### src/design/wdtu_defs.vh
`ifndef WDTU_DEFS_VH
`define WDTU_DEFS_VH

// ----------------------------------------
// counter and prescaler
// ----------------------------------------
`define WDTU_CNT_W 16
`define WDTU_PRE_W 14
`define WDTU_PRE_SLOW 14'h3FFF
`define WDTU_PRE_FAST 14'h00FF
`define WDTU_ALL_ONES 16'hFFFF
`define WDTU_CNT_ZERO 16'h0000
`define WDTU_CNT_ONE 16'h0001
`define WDTU_PRE_ZERO 14'h0000
`define WDTU_PRE_ONE 14'h0001

// ----------------------------------------
// reset defaults: 6.5 ms at 10 MHz
// slow ratio 16384 -> 1.6384 ms per tick, 4 ticks to overflow
// ----------------------------------------
`define WDTU_RST_SEL_FAST 1'b0
`define WDTU_RST_RELOAD 16'hFFFC

`endif

### src/design/wdtu_prescaler.v
`timescale 1ns/10ps
`include "wdtu_defs.vh"

module wdtu_prescaler (
  // clock and reset
  input wire clk_sys,
  input wire reset,
  // control
  input wire run,
  input wire clear,
  input wire sel_fast,
  // tick
  output wire tick
);

  reg [`WDTU_PRE_W-1:0] pre_reg;
  reg [`WDTU_PRE_W-1:0] pre_next;
  wire [`WDTU_PRE_W-1:0] pre_end;

  // ----------------------------------------
  // ratio select
  // ----------------------------------------
  // ratio 16384 or 256
  assign pre_end = sel_fast ? `WDTU_PRE_FAST : `WDTU_PRE_SLOW;
  assign tick = run && !clear && (pre_reg >= pre_end);

  always @* begin
    pre_next = pre_reg;
    // clear on service
    if (clear || tick) begin
      pre_next = `WDTU_PRE_ZERO;
    end else if (run) begin
      pre_next = pre_reg + `WDTU_PRE_ONE;
    end
  end

  always @(posedge clk_sys) begin
    if (reset) begin
      pre_reg <= {`WDTU_PRE_W{1'b0}};
    end else begin
      pre_reg <= pre_next;
    end
  end

endmodule

### src/design/wdtu_watchdog_timer_unit.v
// Function
// enabled and running after application reset
// disable/enable instructions stop/restart the watchdog
// software services before overflow
// overflow: prewarning first, then reset request
// 16-bit counter, prescaler 16384 or 256
// counter loads from programmable reload value
// service reloads counter, clears prescaler
// reset defaults give 6.5 ms at 10 MHz
// count up, overflow past all-ones, sticky prewarning
`timescale 1ns/10ps
`include "wdtu_defs.vh"

module wdtu_watchdog_timer_unit (
  // clock and reset
  input wire clk_sys,
  input wire reset,
  // instruction strobes
  input wire watchdog_service_instr,
  input wire watchdog_disable_instr,
  input wire watchdog_enable_instr,
  // configuration
  input wire [`WDTU_CNT_W-1:0] watchdog_reload_value,
  input wire reload_value_wr,
  input wire sel_fast_in,
  input wire sel_fast_wr,
  input wire prewarn_clear,
  // status
  output reg [`WDTU_CNT_W-1:0] count_out,
  output reg enabled_out,
  output reg prewarn_irq,
  output reg reset_request
);

  // ----------------------------------------
  // fault sequence codes
  // ----------------------------------------
  localparam [1:0] SEQ_ARMED = 2'b00;
  localparam [1:0] SEQ_WARNED = 2'b01;
  localparam [1:0] SEQ_FAULT = 2'b10;

  // ----------------------------------------
  // internal state
  // ----------------------------------------
  reg [`WDTU_CNT_W-1:0] reload_reg;
  reg [`WDTU_CNT_W-1:0] reload_next;
  reg sel_fast_reg;
  reg sel_fast_next;
  reg [1:0] seq_reg;
  reg [1:0] seq_next;
  reg enabled_next;
  reg [`WDTU_CNT_W-1:0] cnt_next;
  reg prewarn_next;
  reg reset_request_next;
  wire tick;
  wire service;
  wire at_top;
  wire overflow;
  wire first_overflow;
  wire second_overflow;
  wire [`WDTU_CNT_W-1:0] cnt_inc;

  // ----------------------------------------
  // strobe decode
  // ----------------------------------------
  assign service = watchdog_service_instr;
  assign at_top = (count_out == `WDTU_ALL_ONES);
  // overflow leaves all-ones
  assign overflow = tick && at_top;
  assign first_overflow = overflow && (seq_reg == SEQ_ARMED);
  assign second_overflow = overflow && (seq_reg == SEQ_WARNED);
  // count up by one
  assign cnt_inc = count_out + `WDTU_CNT_ONE;

  // ----------------------------------------
  // prescaler
  // ----------------------------------------
  // service clears prescaler
  wdtu_prescaler u_pre (
    .clk_sys(clk_sys),
    .reset(reset),
    .run(enabled_out),
    .clear(service),
    .sel_fast(sel_fast_reg),
    .tick(tick)
  );

  // ----------------------------------------
  // configuration next values
  // ----------------------------------------
  always @* begin
    reload_next = reload_reg;
    sel_fast_next = sel_fast_reg;
    // programmable reload value
    if (reload_value_wr) begin
      reload_next = watchdog_reload_value;
    end
    // ratio select write
    if (sel_fast_wr) begin
      sel_fast_next = sel_fast_in;
    end
  end

  // ----------------------------------------
  // configuration registers
  // ----------------------------------------
  always @(posedge clk_sys) begin
    if (reset) begin
      // default interval values
      reload_reg <= `WDTU_RST_RELOAD;
      sel_fast_reg <= `WDTU_RST_SEL_FAST;
    end else begin
      reload_reg <= reload_next;
      sel_fast_reg <= sel_fast_next;
    end
  end

  // ----------------------------------------
  // run control
  // ----------------------------------------
  always @* begin
    enabled_next = enabled_out;
    // disable wins over enable
    if (watchdog_disable_instr) begin
      enabled_next = 1'b0;
    end else if (watchdog_enable_instr) begin
      enabled_next = 1'b1;
    end
  end

  always @(posedge clk_sys) begin
    if (reset) begin
      // enabled after reset
      enabled_out <= 1'b1;
    end else begin
      enabled_out <= enabled_next;
    end
  end

  // ----------------------------------------
  // counter
  // ----------------------------------------
  always @* begin
    cnt_next = count_out;
    // service reloads counter
    if (service) begin
      cnt_next = reload_reg;
    end else if (overflow) begin
      // overflow reloads counter
      cnt_next = reload_reg;
    end else if (tick) begin
      // count up from reload
      cnt_next = cnt_inc;
    end
  end

  always @(posedge clk_sys) begin
    if (reset) begin
      // default start count
      count_out <= `WDTU_RST_RELOAD;
    end else begin
      count_out <= cnt_next;
    end
  end

  // ----------------------------------------
  // fault sequence
  // ----------------------------------------
  always @* begin
    seq_next = seq_reg;
    case (seq_reg)
      SEQ_ARMED: begin
        // first overflow warns
        if (overflow) begin
          seq_next = SEQ_WARNED;
        end
      end
      SEQ_WARNED: begin
        // second overflow requests reset
        if (overflow) begin
          seq_next = SEQ_FAULT;
        end else if (service) begin
          seq_next = SEQ_ARMED;
        end
      end
      SEQ_FAULT: begin
        seq_next = SEQ_FAULT;
      end
      default: begin
        seq_next = SEQ_ARMED;
      end
    endcase
  end

  always @(posedge clk_sys) begin
    if (reset) begin
      seq_reg <= SEQ_ARMED;
    end else begin
      seq_reg <= seq_next;
    end
  end

  // ----------------------------------------
  // prewarning flag
  // ----------------------------------------
  always @* begin
    prewarn_next = prewarn_irq;
    // sticky prewarning, set wins
    if (first_overflow) begin
      prewarn_next = 1'b1;
    end else if (prewarn_clear) begin
      prewarn_next = 1'b0;
    end
  end

  always @(posedge clk_sys) begin
    if (reset) begin
      prewarn_irq <= 1'b0;
    end else begin
      prewarn_irq <= prewarn_next;
    end
  end

  // ----------------------------------------
  // reset request
  // ----------------------------------------
  always @* begin
    reset_request_next = reset_request;
    // request only after prewarning
    if (second_overflow) begin
      reset_request_next = 1'b1;
    end
  end

  always @(posedge clk_sys) begin
    if (reset) begin
      reset_request <= 1'b0;
    end else begin
      reset_request <= reset_request_next;
    end
  end

endmodule

### config.mk
export PLATFORM = sky130hd
export DESIGN_NAME = wdtu_watchdog_timer_unit
export DESIGN_NICKNAME = d
export VERILOG_FILES = /design/src/design/wdtu_prescaler.v /design/src/design/wdtu_watchdog_timer_unit.v
export VERILOG_INCLUDE_DIRS = /design/src /design/src/design
export SDC_FILE = /design/constraint.sdc
export NUM_CORES = 1
export LEC_CHECK = 0
export BUFFER_PORTS_ARGS = -buffer_cell sky130_fd_sc_hd__buf_4
export CAP_MARGIN = 15
export CORE_MARGIN = 3
export CORE_UTILIZATION = 55
export CTS_CLUSTER_DIAMETER = 100
export DETAILED_ROUTE_END_ITERATION = 7
export PLACE_DENSITY = 0.86
export SLEW_MARGIN = 20
export SYNTH_ARGS = -nofsm -noshare
export SYNTH_HDL_FRONTEND = slang
export SYNTH_HIERARCHICAL = 1
export SYNTH_SLANG_ARGS = --single-unit
### constraint.sdc
create_clock -name clk_sys -period 7.65 [get_ports clk_sys]
set_input_delay 1.53 -clock clk_sys [delete_from_list [all_inputs] [get_ports clk_sys]]
set_output_delay 1.53 -clock clk_sys [all_outputs]
set_load 0.01 [all_outputs]
==> results of run 1 <==
-- cell families (layout without fill, tap and decap cells) --
family	count (synthesis)	in the layout	synth area share
XOR/XNOR	25	25	0.0820
AO/OA/AOI/OAI	54	54	0.143
multiplexers	17	17	0.0637
adder cells (fa/ha/maj)	8	8	0.0375
AND/OR/NAND/NOR	110	110	0.232
flip-flops	52	52	0.390
buffers and inverters	27	65	0.0515
-- cell type report --
class                           count  area (um2)  share of cell area
Clock inverter                      3        42.5              0.0138
Sequential cell                    52        1040               0.337
Multi-Input combinational cell    214        1490               0.482
Inverter                           12        45.0              0.0146
Clock buffer                        5        68.8              0.0223
Timing Repair Buffer               45         338               0.109
Tap cell                           52        65.1              0.0210
-- cell usage after synthesis (2+ instances only) --
library cell | n | area (um2)
nand2_1 | 30 | 113
a21oi_1 | 8 | 40.0
or4_1 | 3 | 22.5
nand3_1 | 10 | 50.1
dfxtp_1 | 52 | 1040
mux2i_1 | 17 | 170
a31oi_1 | 8 | 50.1
nor2_1 | 13 | 48.8
a221oi_1 | 4 | 35.0
nand4_2 | 3 | 37.5
o21ai_0 | 13 | 65.1
buf_6 | 2 | 22.5
nand4_1 | 8 | 50.1
xnor2_1 | 18 | 158
nor3_2 | 9 | 90.1
o211ai_1 | 4 | 30.0
o211a_1 | 2 | 20.0
nor4_1 | 7 | 43.8
buf_2 | 4 | 20.0
clkbuf_1 | 6 | 22.5
nor3_1 | 17 | 85.1
a221o_1 | 9 | 90.1
xor2_1 | 7 | 61.3
or3_1 | 3 | 18.8
a211o_1 | 2 | 17.5
inv_1 | 12 | 45.0
ha_1 | 8 | 100
a211oi_1 | 2 | 15.0
buf_1 | 2 | 7.51
-- worst min-delay path: cells and delay by family (launching register included) --
family / cells / cell delay [ps]
buffers and inverters: 1 / 50
AOI/OAI and AO/OA: 1 / 50
DFF: 1 / 320
-- layer usage --
metal | routed length, um | part of all wire
met3 | 628 | 0.10
met4 | 88 | 0.014
met5 | 0 | 0
met2 | 2920 | 0.46
met1 | 2650 | 0.42
-- power by group through the flow --
stage	registers [mW]	clock network, mW	logic [mW]
finish	0.298	0.191	0.0722
global route	0.300	0.203	0.0793
CTS	0.297	0.192	0.0717
detailed placement	0.303	0	0.0714
global placement	0.303	0	0.0689
floorplan	0.301	0	0.0441
-- metrics by stage --
stage / hold slack (ps) / setup WS [ps] / util / cell area [um2] / power, mW
after floorplan: 435 / 4530 / - / 2670 / 0.346
after global placement: 441 / 4190 / 0.662 / 2980 / 0.372
after detailed placement: 449 / 4040 / 0.662 / 2980 / 0.375
after CTS: 462 / 4350 / 0.686 / 3090 / 0.561
after global routing: 484 / 3970 / 0.686 / 3090 / 0.582
final: 457 / 4310 / 0.686 / 3090 / 0.561
-- final timing paths --
check                                   from  cells past startpoint                    endpoint  slack [ps]
hold / removal    reset_request$_SDFFE_PP0P_                      2  reset_request$_SDFFE_PP0P_         460
setup / recovery      watchdog_service_instr                      7   count_out[3]$_SDFFE_PP1P_        4310
setup reg to reg   sel_fast_reg$_SDFFE_PP0P_                     10   count_out[3]$_SDFFE_PP1P_        4320
hold reg to reg   reset_request$_SDFFE_PP0P_                      2  reset_request$_SDFFE_PP0P_         460
==> flow_metrics.py, run 1 <==
metrics = {
    "status": {
        "status": "completed",
    },
    "clocking": {
        "cts.sinks": 52,
        "cts_hold_buf": 0,
        "cts_buffer_depth": 2,
        "clock-root-buffer": "clkbuf_8",
        "cts_tree": "built",
        "cts_made_buffers": 5,
        "worstSkewPairLatency_ps": 320,
        "cts_resized": 0,
        "htreeDepth": 2,
        "clk_pin_slew_ps": 110,
        "postCtsSetupRepairBufs": 0,
    },
    "critical_path": {
        "path_delay_family": "simple AND/OR/NAND/NOR gates",
        "endpoint_kind": "flip-flop",
        "worstPathArrival_ps": 3560,
        "cp-start-kind": "primary input",
        "slowest_delay_ps": 700,
        "slowest_stage": "nor3_1",
        "worstPathMaxFanout": 18,
        "worst-path-buf-inv": 3,
        "worstPathRequired_ps": 7870,
        "path_class": "in2reg",
        "crit_path_cell_trace": "buf_4, a21oi_1, inv_1, nor3_1, buf_4, a211oi_1, a211o_1",
        "crit_top_cell": "buf_4",
    },
    "synth": {
        "syn_inst": 293,
        "synthArstFlopShare": 0,
        "ys_seq_area_frac": 0.390,
        "synth_edf_count": 0,
        "synth_ff_type": "dfxtp_1",
        "synth_area_um2": 2670,
        "ys_ff_latch": 52,
        "avgSynthCellArea_um2": 9.11,
        "syn_nets": 326,
        "synthDistinctLibCells": 39,
        "yosys_warnings": 6,
    },
    "power_and_ir_drop": {
        "seqPwrFrac": 0.531,
        "ir_worst_vdd_v": 0.000170,
        "p_comb_frac": 0.129,
        "clockPowerShare": 0.341,
        "power_density_nw_per_um2": 181,
        "p_switching_mw": 0.147,
        "p_leak_nw": 1.25,
        "p_int_mw": 0.414,
        "swShare": 0.262,
    },
    "sta": {
        "final-setup-viol-count": 0,
        "finalHoldViolCount": 0,
        "finalCritPeriodShare": 0.436,
        "achievable-frequency_mhz": 300,
        "maxSlewViolCount": 0,
        "slew_headroom": 0.433,
        "finalClockSkew_ps": 19.1,
        "tightest_slew_ps": 848,
        "min_period_ps": 3340,
        "fin_tns_setup_ps": 0,
        "rsz0062_at_grt": "false",
    },
    "global_route": {
        "grt_start_max_net_pins": 25,
        "grt_pass1_wl_um": 10200,
        "globalRoute.busiestLayer": "met2",
        "antenna_found_initial": 0,
        "grt.met1_usage": 0.325,
        "use_met2": 0.361,
        "grt_use_total": 0.234,
        "met3_usage": 0.0620,
        "grt_pass1_vias": 2175,
        "overflow": 0,
    },
    "floorplanning": {
        "ios": 44,
        "dieArea_um2": 5730,
        "initial_core_util": 0.593,
        "fp.dieW_um": 75.7,
        "num_rows": 24,
        "core_um2": 4500,
        "die_y_um": 75.7,
    },
    "detailed_routing": {
        "vias_per_cell": 6.31,
        "drt-pass1-iter-count": 7,
        "first_iter_violations": 196,
        "drc": 0,
        "wl_per_cell_um": 16.4,
        "finalWirelength_um": 6290,
        "via_count": 2417,
        "ant_nets": 0,
    },
    "place": {
        "place_congestion": 0.862,
        "placedCellCount": 375,
        "place_hpwl_um": 4350,
        "port_buffers": 43,
    },
    "cells_and_area": {
        "fin_cells": 383,
        "drive_gt1_frac": 0.208,
        "layout_common_cells": "dfxtp_1 (52), buf_4 (45), nand2_1 (30)",
        "area_growth_pct": 15.8,
        "fill_cells": 342,
        "layout_commonest_cell": "dfxtp_1",
        "antennaDiodeCount": 0,
        "finalNetCount": 363,
    },
    "hold_path": {
        "holdCritPathClass": "reg2reg",
    },
    "run": {
        "cap_violations": 0,
    },
}
Note: power is estimated with default switching activity, not from simulation.
==> run 2, diff against run 1 <==
--- a/config.mk
+++ b/config.mk
@@ -6,6 +6,7 @@
 export SDC_FILE = /design/constraint.sdc
 export NUM_CORES = 1
 export LEC_CHECK = 0
+export ABC_AREA = 1
 export BUFFER_PORTS_ARGS = -buffer_cell sky130_fd_sc_hd__buf_4
 export CAP_MARGIN = 15
 export CORE_MARGIN = 3
==> constraint.sdc (replaced) <==
create_clock -name clk_sys -period 3.1 [get_ports clk_sys]
set_input_delay 0.62 -clock clk_sys [delete_from_list [all_inputs] [get_ports clk_sys]]
set_output_delay 0.62 -clock clk_sys [all_outputs]
set_load 0.01 [all_outputs]
==> run 2 against run 1 <==
Worst setup slack worse by 3600 ps. Combinational power rose to 3.1 times the previous value. Global-route usage down 2.1 points. Synthesized cell count up 42%. Cell area up 5.9%. Critical path depth up 5. Hold slack worse by 2.3 ps. Clock power up 130%. Sequential power up 140%. Clock-buffer cell count unchanged. Largest cell class unchanged. Largest power group unchanged.
==> flow_metrics.py, run 2 <==
metrics = {
    "status": {
        "status": "completed",
    },
    "detailed_routing": {
        "via_count": 2697,
        "wl_per_cell_um": 12.1,
        "drc": 0,
        "finalWirelength_um": 6330,
        "vias_per_cell": 5.18,
        "drt-pass1-iter-count": 4,
        "ant_nets": 0,
        "first_iter_violations": 98,
    },
    "synth": {
        "synthDistinctLibCells": 29,
        "synth_most_common_cell": "nand2_1",
        "ys_top_cells_by_area": "dfxtp_1 (37%), nand2_1 (15%), a21oi_1 (6.5%), inv_1 (6.4%), nand3_1 (6.0%)",
        "synth_top_area_share": 0.367,
        "synth_area_um2": 2830,
        "synth_top_area_cell": "dfxtp_1",
        "synthArstFlopShare": 0,
        "synth_edf_count": 0,
        "synth_ff_type": "dfxtp_1",
        "syn_nets": 450,
        "synth_common_cells": "nand2_1 (112), dfxtp_1 (52), inv_1 (48)",
        "ys_ff_latch": 52,
        "avgSynthCellArea_um2": 6.80,
        "ys_seq_area_frac": 0.367,
        "syn_inst": 417,
        "yosys_warnings": 6,
    },
    "power_and_ir_drop": {
        "p_leak_nw": 1.60,
        "power_density_nw_per_um2": 426,
        "ir_worst_vdd_v": 0.000272,
    },
    "clocking": {
        "cts_tree": "built",
        "cts_hold_buf": 0,
        "clk_pin_slew_ps": 90,
        "clock-root-buffer": "clkbuf_8",
        "htreeDepth": 2,
        "cts.sinks": 52,
        "postCtsSetupRepairBufs": 0,
        "cts_made_buffers": 5,
        "cts_buffer_depth": 2,
        "cts_resized": 0,
        "worstSkewPairLatency_ps": 310,
    },
    "place": {
        "port_buffers": 43,
        "place_hpwl_um": 4700,
        "place_congestion": 0.892,
    },
    "critical_path": {
        "cp-start-kind": "flip-flop",
        "crit_top_cell": "nand2_1",
        "r2r-start": "sel_fast_reg$_SDFFE_PP0P_",
        "worstPathRequired_ps": 3300,
        "path_class": "reg2reg",
        "slowest_stage": "dfxtp_1",
        "crit_path_cell_trace": "ha_1, nand2_1, nor3_1, nand2_2, a21oi_1, nand2_1, nor2_2, nand4_4, nand2_4, nand2_1, nand3_1, nand2_1",
        "path_delay_family": "simple AND/OR/NAND/NOR gates",
        "worstPathArrival_ps": 2580,
        "worstPathMaxFanout": 15,
        "endpoint_kind": "flip-flop",
        "worst-path-buf-inv": 0,
        "slowest_delay_ps": 390,
        "startpoint": "sel_fast_reg$_SDFFE_PP0P_",
    },
    "cells_and_area": {
        "drive_gt1_frac": 0.150,
        "antennaDiodeCount": 0,
        "area_growth_pct": 15.6,
        "finalNetCount": 488,
        "layout_commonest_cell": "nand2_1",
        "postLayoutCoreUtil": 0.676,
        "layout_common_cells": "nand2_1 (112), dfxtp_1 (52), inv_1 (48)",
    },
    "sta": {
        "finalHoldViolCount": 0,
        "tightest_slew_ps": 417,
        "finalCritPeriodShare": 0.769,
        "finalClockSkew_ps": 11.5,
        "slew_headroom": 0.721,
        "fin_tns_setup_ps": 0,
        "achievable-frequency_mhz": 419,
        "min_period_ps": 2380,
        "maxSlewViolCount": 0,
        "final-setup-viol-count": 0,
        "rsz0062_at_grt": "false",
    },
    "global_route": {
        "antenna_found_initial": 0,
        "grt_use_total": 0.213,
        "grt_pass1_wl_um": 10500,
        "grt_start_max_net_pins": 36,
        "grt_pass1_vias": 2443,
        "overflow": 0,
    },
    "floorplanning": {
        "core_um2": 4850,
        "die_y_um": 77.8,
        "fp.dieW_um": 77.8,
        "num_rows": 25,
        "initial_core_util": 0.585,
        "ios": 44,
        "dieArea_um2": 6050,
    },
    "hold_path": {
        "min_from": "reset_request$_SDFFE_PP0P_",
        "holdCritPathClass": "reg2reg",
    },
    "run": {
        "cap_violations": 0,
    },
}
run 2: changes by cell type after synthesis, moves of 9 or more:
cell,delta
nand2_1,+82
inv_1,+36
nor2_1,+30
a21oi_1,+29
nand3_1,+24
mux2i_1,-16
nor3_1,-15
xnor2_1,-13
a221o_1,-9
nor3_2,-9
run 2: final timing paths:
kind | endpoint | slack [ps] | cells past startpoint
worst max-delay path | count_out[8]$_SDFFE_PP1P_ | 720 | 12
worst min-delay path | reset_request$_SDFFE_PP0P_ | 450 | 2
worst max register to register | count_out[8]$_SDFFE_PP1P_ | 720 | 12
worst min register to register | reset_request$_SDFFE_PP0P_ | 450 | 2
run 2: final cells by class:
cell class,instances,area (um2)
Clock inverter,1,30.0
Timing Repair Buffer,45,338
Multi-Input combinational cell,302,1530
Tap cell,67,83.8
Clock buffer,5,68.8
Fill cell,442,1570
Sequential cell,52,1040
Inverter,49,184
run 2: kinds of logic (layout without fill, tap and decap cells):
kind of cell / count (synthesis) / in the layout / share of synthesized area
buffers and inverters: 63 / 100 / 0.0927
flip-flops: 52 / 52 / 0.367
AND/OR/NAND/NOR: 217 / 217 / 0.344
adder cells (fa/ha/maj): 8 / 8 / 0.0353
XOR/XNOR: 12 / 12 / 0.0371
multiplexers: 1 / 1 / 0.00353
AO/OA/AOI/OAI: 64 / 64 / 0.120
run 2: where the power goes:
part           switching [mW]  internal, mW
registers              0.0310         0.699
clock network           0.209         0.232
logic                   0.129        0.0938
run 2: worst reg2reg max path, delay by kind of cell (launching register included):
| kind | cells | cell delay, ps |
|---|---|---|
| simple gates | 10 | 1360 |
| flops | 1 | 390 |
| fa+ha+maj | 1 | 330 |
| compound gates | 1 | 190 |
run 2: per-layer routing:
layer,global-route usage,part of all wire
met1,0.258,0.44
met2,0.367,0.50
met3,0.0464,0.042
met4,0.0747,0.012
met5,0,0
run 2: through the flow:
step	instance area (um2)	setup slack [ps]	hold WS, ps	cells	power, mW
6_report	3280	715	454	521	1.39
5_1_grt	3280	521	481	521	1.46
4_1_cts	3280	704	458	521	1.40
3_5_place_dp	3180	737	446	515	0.968
3_3_place_gp	3180	873	442	515	0.960
2_1_floorplan	2830	1050	436	417	0.887
==> run 3, diff against run 2 <==
--- a/config.mk
+++ b/config.mk
@@ -6,7 +6,7 @@
 export SDC_FILE = /design/constraint.sdc
 export NUM_CORES = 1
 export LEC_CHECK = 0
-export ABC_AREA = 1
+export ABC_AREA = 0
 export BUFFER_PORTS_ARGS = -buffer_cell sky130_fd_sc_hd__buf_4
 export CAP_MARGIN = 15
 export CORE_MARGIN = 3
==> constraint.sdc (replaced) <==
create_clock -name clk_sys -period 2.4 [get_ports clk_sys]
set_input_delay 0.48 -clock clk_sys [delete_from_list [all_inputs] [get_ports clk_sys]]
set_output_delay 0.48 -clock clk_sys [all_outputs]
set_load 0.01 [all_outputs]
==> run 3 against run 2 <==
The run now ends with setup timing left. Final cell count is 21% lower. Combinational power up 16%. Sequential share of layout area shrank 1.1 points. Total power is 23% higher. Flip-flop and latch count stayed put. Register-to-register slack worse by 820 ps. Clock power increased by 16%. Sequential power is 29% higher. Clock skew barely moved. Clock-buffer cell count unchanged. Worst setup slack lost 820 ps. Hold slack worse by 89 ps. Critical path type unchanged.
==> flow_metrics.py, run 3 (same netlist as run 1, synthesis figures left out) <==
metrics = {
    "status": {
        "status": "finished, violations left",
        "failed_checks": "setup timing",
    },
    "clocking": {
        "clk_pin_slew_ps": 100,
        "clock-root-buffer": "clkbuf_8",
        "cts.sinks": 52,
        "htreeDepth": 2,
        "cts_tree": "built",
        "cts_made_buffers": 5,
        "cts_hold_buf": 0,
        "cts_buffer_depth": 2,
        "worstSkewPairLatency_ps": 320,
    },
    "cells_and_area": {
        "fin_area_um2": 3410,
        "postLayoutCoreUtil": 0.757,
        "finalNetCount": 390,
        "antennaDiodeCount": 0,
        "layout_common_cells": "buf_4 (71), dfxtp_1 (51), nand2_1 (29)",
        "area_growth_pct": 27.7,
        "layout_commonest_cell": "buf_4",
        "drive_gt1_frac": 0.324,
        "fin_cells": 410,
    },
    "detailed_routing": {
        "via_count": 2472,
        "vias_per_cell": 6.03,
        "wl_per_cell_um": 16.6,
        "drt-pass1-iter-count": 4,
        "finalWirelength_um": 6820,
        "drc": 0,
        "ant_nets": 0,
        "first_iter_violations": 139,
    },
    "critical_path": {
        "worstReg2RegEnd": "count_out[14]$_SDFFE_PP1P_",
        "worst-path-buf-inv": 2,
        "endpoint_kind": "flip-flop",
        "path_class": "reg2reg",
        "endpoint": "count_out[14]$_SDFFE_PP1P_",
        "startpoint": "sel_fast_reg$_SDFFE_PP0P_",
        "r2r_cells": 10,
        "worstPathMaxFanout": 7,
        "reg2reg_setup_slack_ps": -110,
        "r2r-start": "sel_fast_reg$_SDFFE_PP0P_",
        "cp-start-kind": "flip-flop",
        "crit_path_cell_trace": "ha_4, nand2_2, nor4_2, nor2_1, a21oi_2, inv_2, or3_4, buf_4, or4_4, nand3_2",
        "worstPathArrival_ps": 2770,
        "path_delay_family": "simple AND/OR/NAND/NOR gates",
        "slowest_delay_ps": 420,
        "worstPathRequired_ps": 2660,
        "crit_cells": 10,
        "slowest_stage": "dfxtp_4",
    },
    "power_and_ir_drop": {
        "power_density_nw_per_um2": 503,
        "p_leak_nw": 1.39,
        "ir_worst_vdd_v": 0.000321,
        "totalPowerFinal_mw": 1.71,
    },
    "floorplanning": {
        "num_rows": 24,
        "fp.dieW_um": 75.7,
        "ios": 44,
        "die_y_um": 75.7,
        "initial_core_util": 0.593,
        "dieArea_um2": 5730,
        "core_um2": 4500,
    },
    "sta": {
        "fin_tns_setup_ps": -766,
        "finalHoldViolCount": 0,
        "finalCritPeriodShare": 1.05,
        "min_period_ps": 2510,
        "slew_headroom": 0.742,
        "maxSlewViolCount": 0,
        "finalClockSkew_ps": 11.1,
        "achievable-frequency_mhz": 399,
        "layout_setup_ws_ps": -109,
        "tightest_slew_ps": 383,
        "rsz0062_at_grt": "true",
        "final-setup-viol-count": 13,
    },
    "hold_path": {
        "min_from": "watchdog_reload_value[7]",
        "holdCritPathClass": "in2reg",
    },
    "place": {
        "place_congestion": 0.850,
        "port_buffers": 43,
        "placedCellCount": 399,
        "postPlaceCellArea_um2": 3200,
        "place_hpwl_um": 4650,
    },
    "global_route": {
        "grt_pass1_vias": 2440,
        "grt_pass1_wl_um": 11200,
        "grt_use_total": 0.257,
        "antenna_found_initial": 0,
        "overflow": 0,
        "grt_start_max_net_pins": 25,
    },
    "run": {
        "cap_violations": 0,
    },
}
run 3: worst min-delay path by stage:
stage / endpoint / slack [ps] / cells past startpoint
floorplan: count_out[3]$_SDFFE_PP1P_ / 430 / 1
global placement: reset_request$_SDFFE_PP0P_ / 450 / 2
detailed placement: reset_request$_SDFFE_PP0P_ / 470 / 2
CTS: reload_reg[3]$_SDFFE_PP1P_ / 360 / 3
global route: reload_reg[3]$_SDFFE_PP1P_ / 380 / 3
finish: reload_reg[7]$_SDFFE_PP1P_ / 370 / 3
run 3: area by class of cell:
| type | count | area (um2) |
|---|---|---|
| multi-input combinational | 214 | 1620 |
| clock buffer | 5 | 68.8 |
| clock inverter | 3 | 22.5 |
| sequential | 52 | 1040 |
| fill | 326 | 1090 |
| timing repair buffer | 72 | 544 |
| tap | 52 | 65.1 |
| inverter | 12 | 45.0 |
run 3: through the flow:
| step | hold WS (ps) | setup WS (ps) |
|---|---|---|
| 2_1_floorplan | 435 | -78.7 |
| 3_3_place_gp | 448 | -10.5 |
| 3_5_place_dp | 466 | -136 |
| 4_1_cts | 364 | -75.5 |
| 5_1_grt | 376 | -203 |
| 6_report | 365 | -109 |
run 3: power breakdown:
group	internal, mW	switching (mW)
logic	0.124	0.134
registers	0.899	0.0461
clock network	0.208	0.303
total	1.23	0.484
run 3: what timing repair did:
action | CTS | global route
gates cloned | 0 | 0
buffers inserted | 1 | 2
pin swaps | 1 | 3
resized for setup | 3 | 19
setup endpoints to repair | 10 | 20
run 3: worst min-delay path, delay by kind of cell:
kind / cells / cell delay (ps)
buf+inv: 1 / 70
mux: 1 / 50
simple gates: 1 / 60
run 3: routing by layer:
metal	up-vias	global-route usage	wire length (um)
met5	-	0	0
met4	0	0.115	153
met3	15	0.0462	381
met2	87	0.434	3400
met1	1162	0.320	2890
li1	1208	-	-
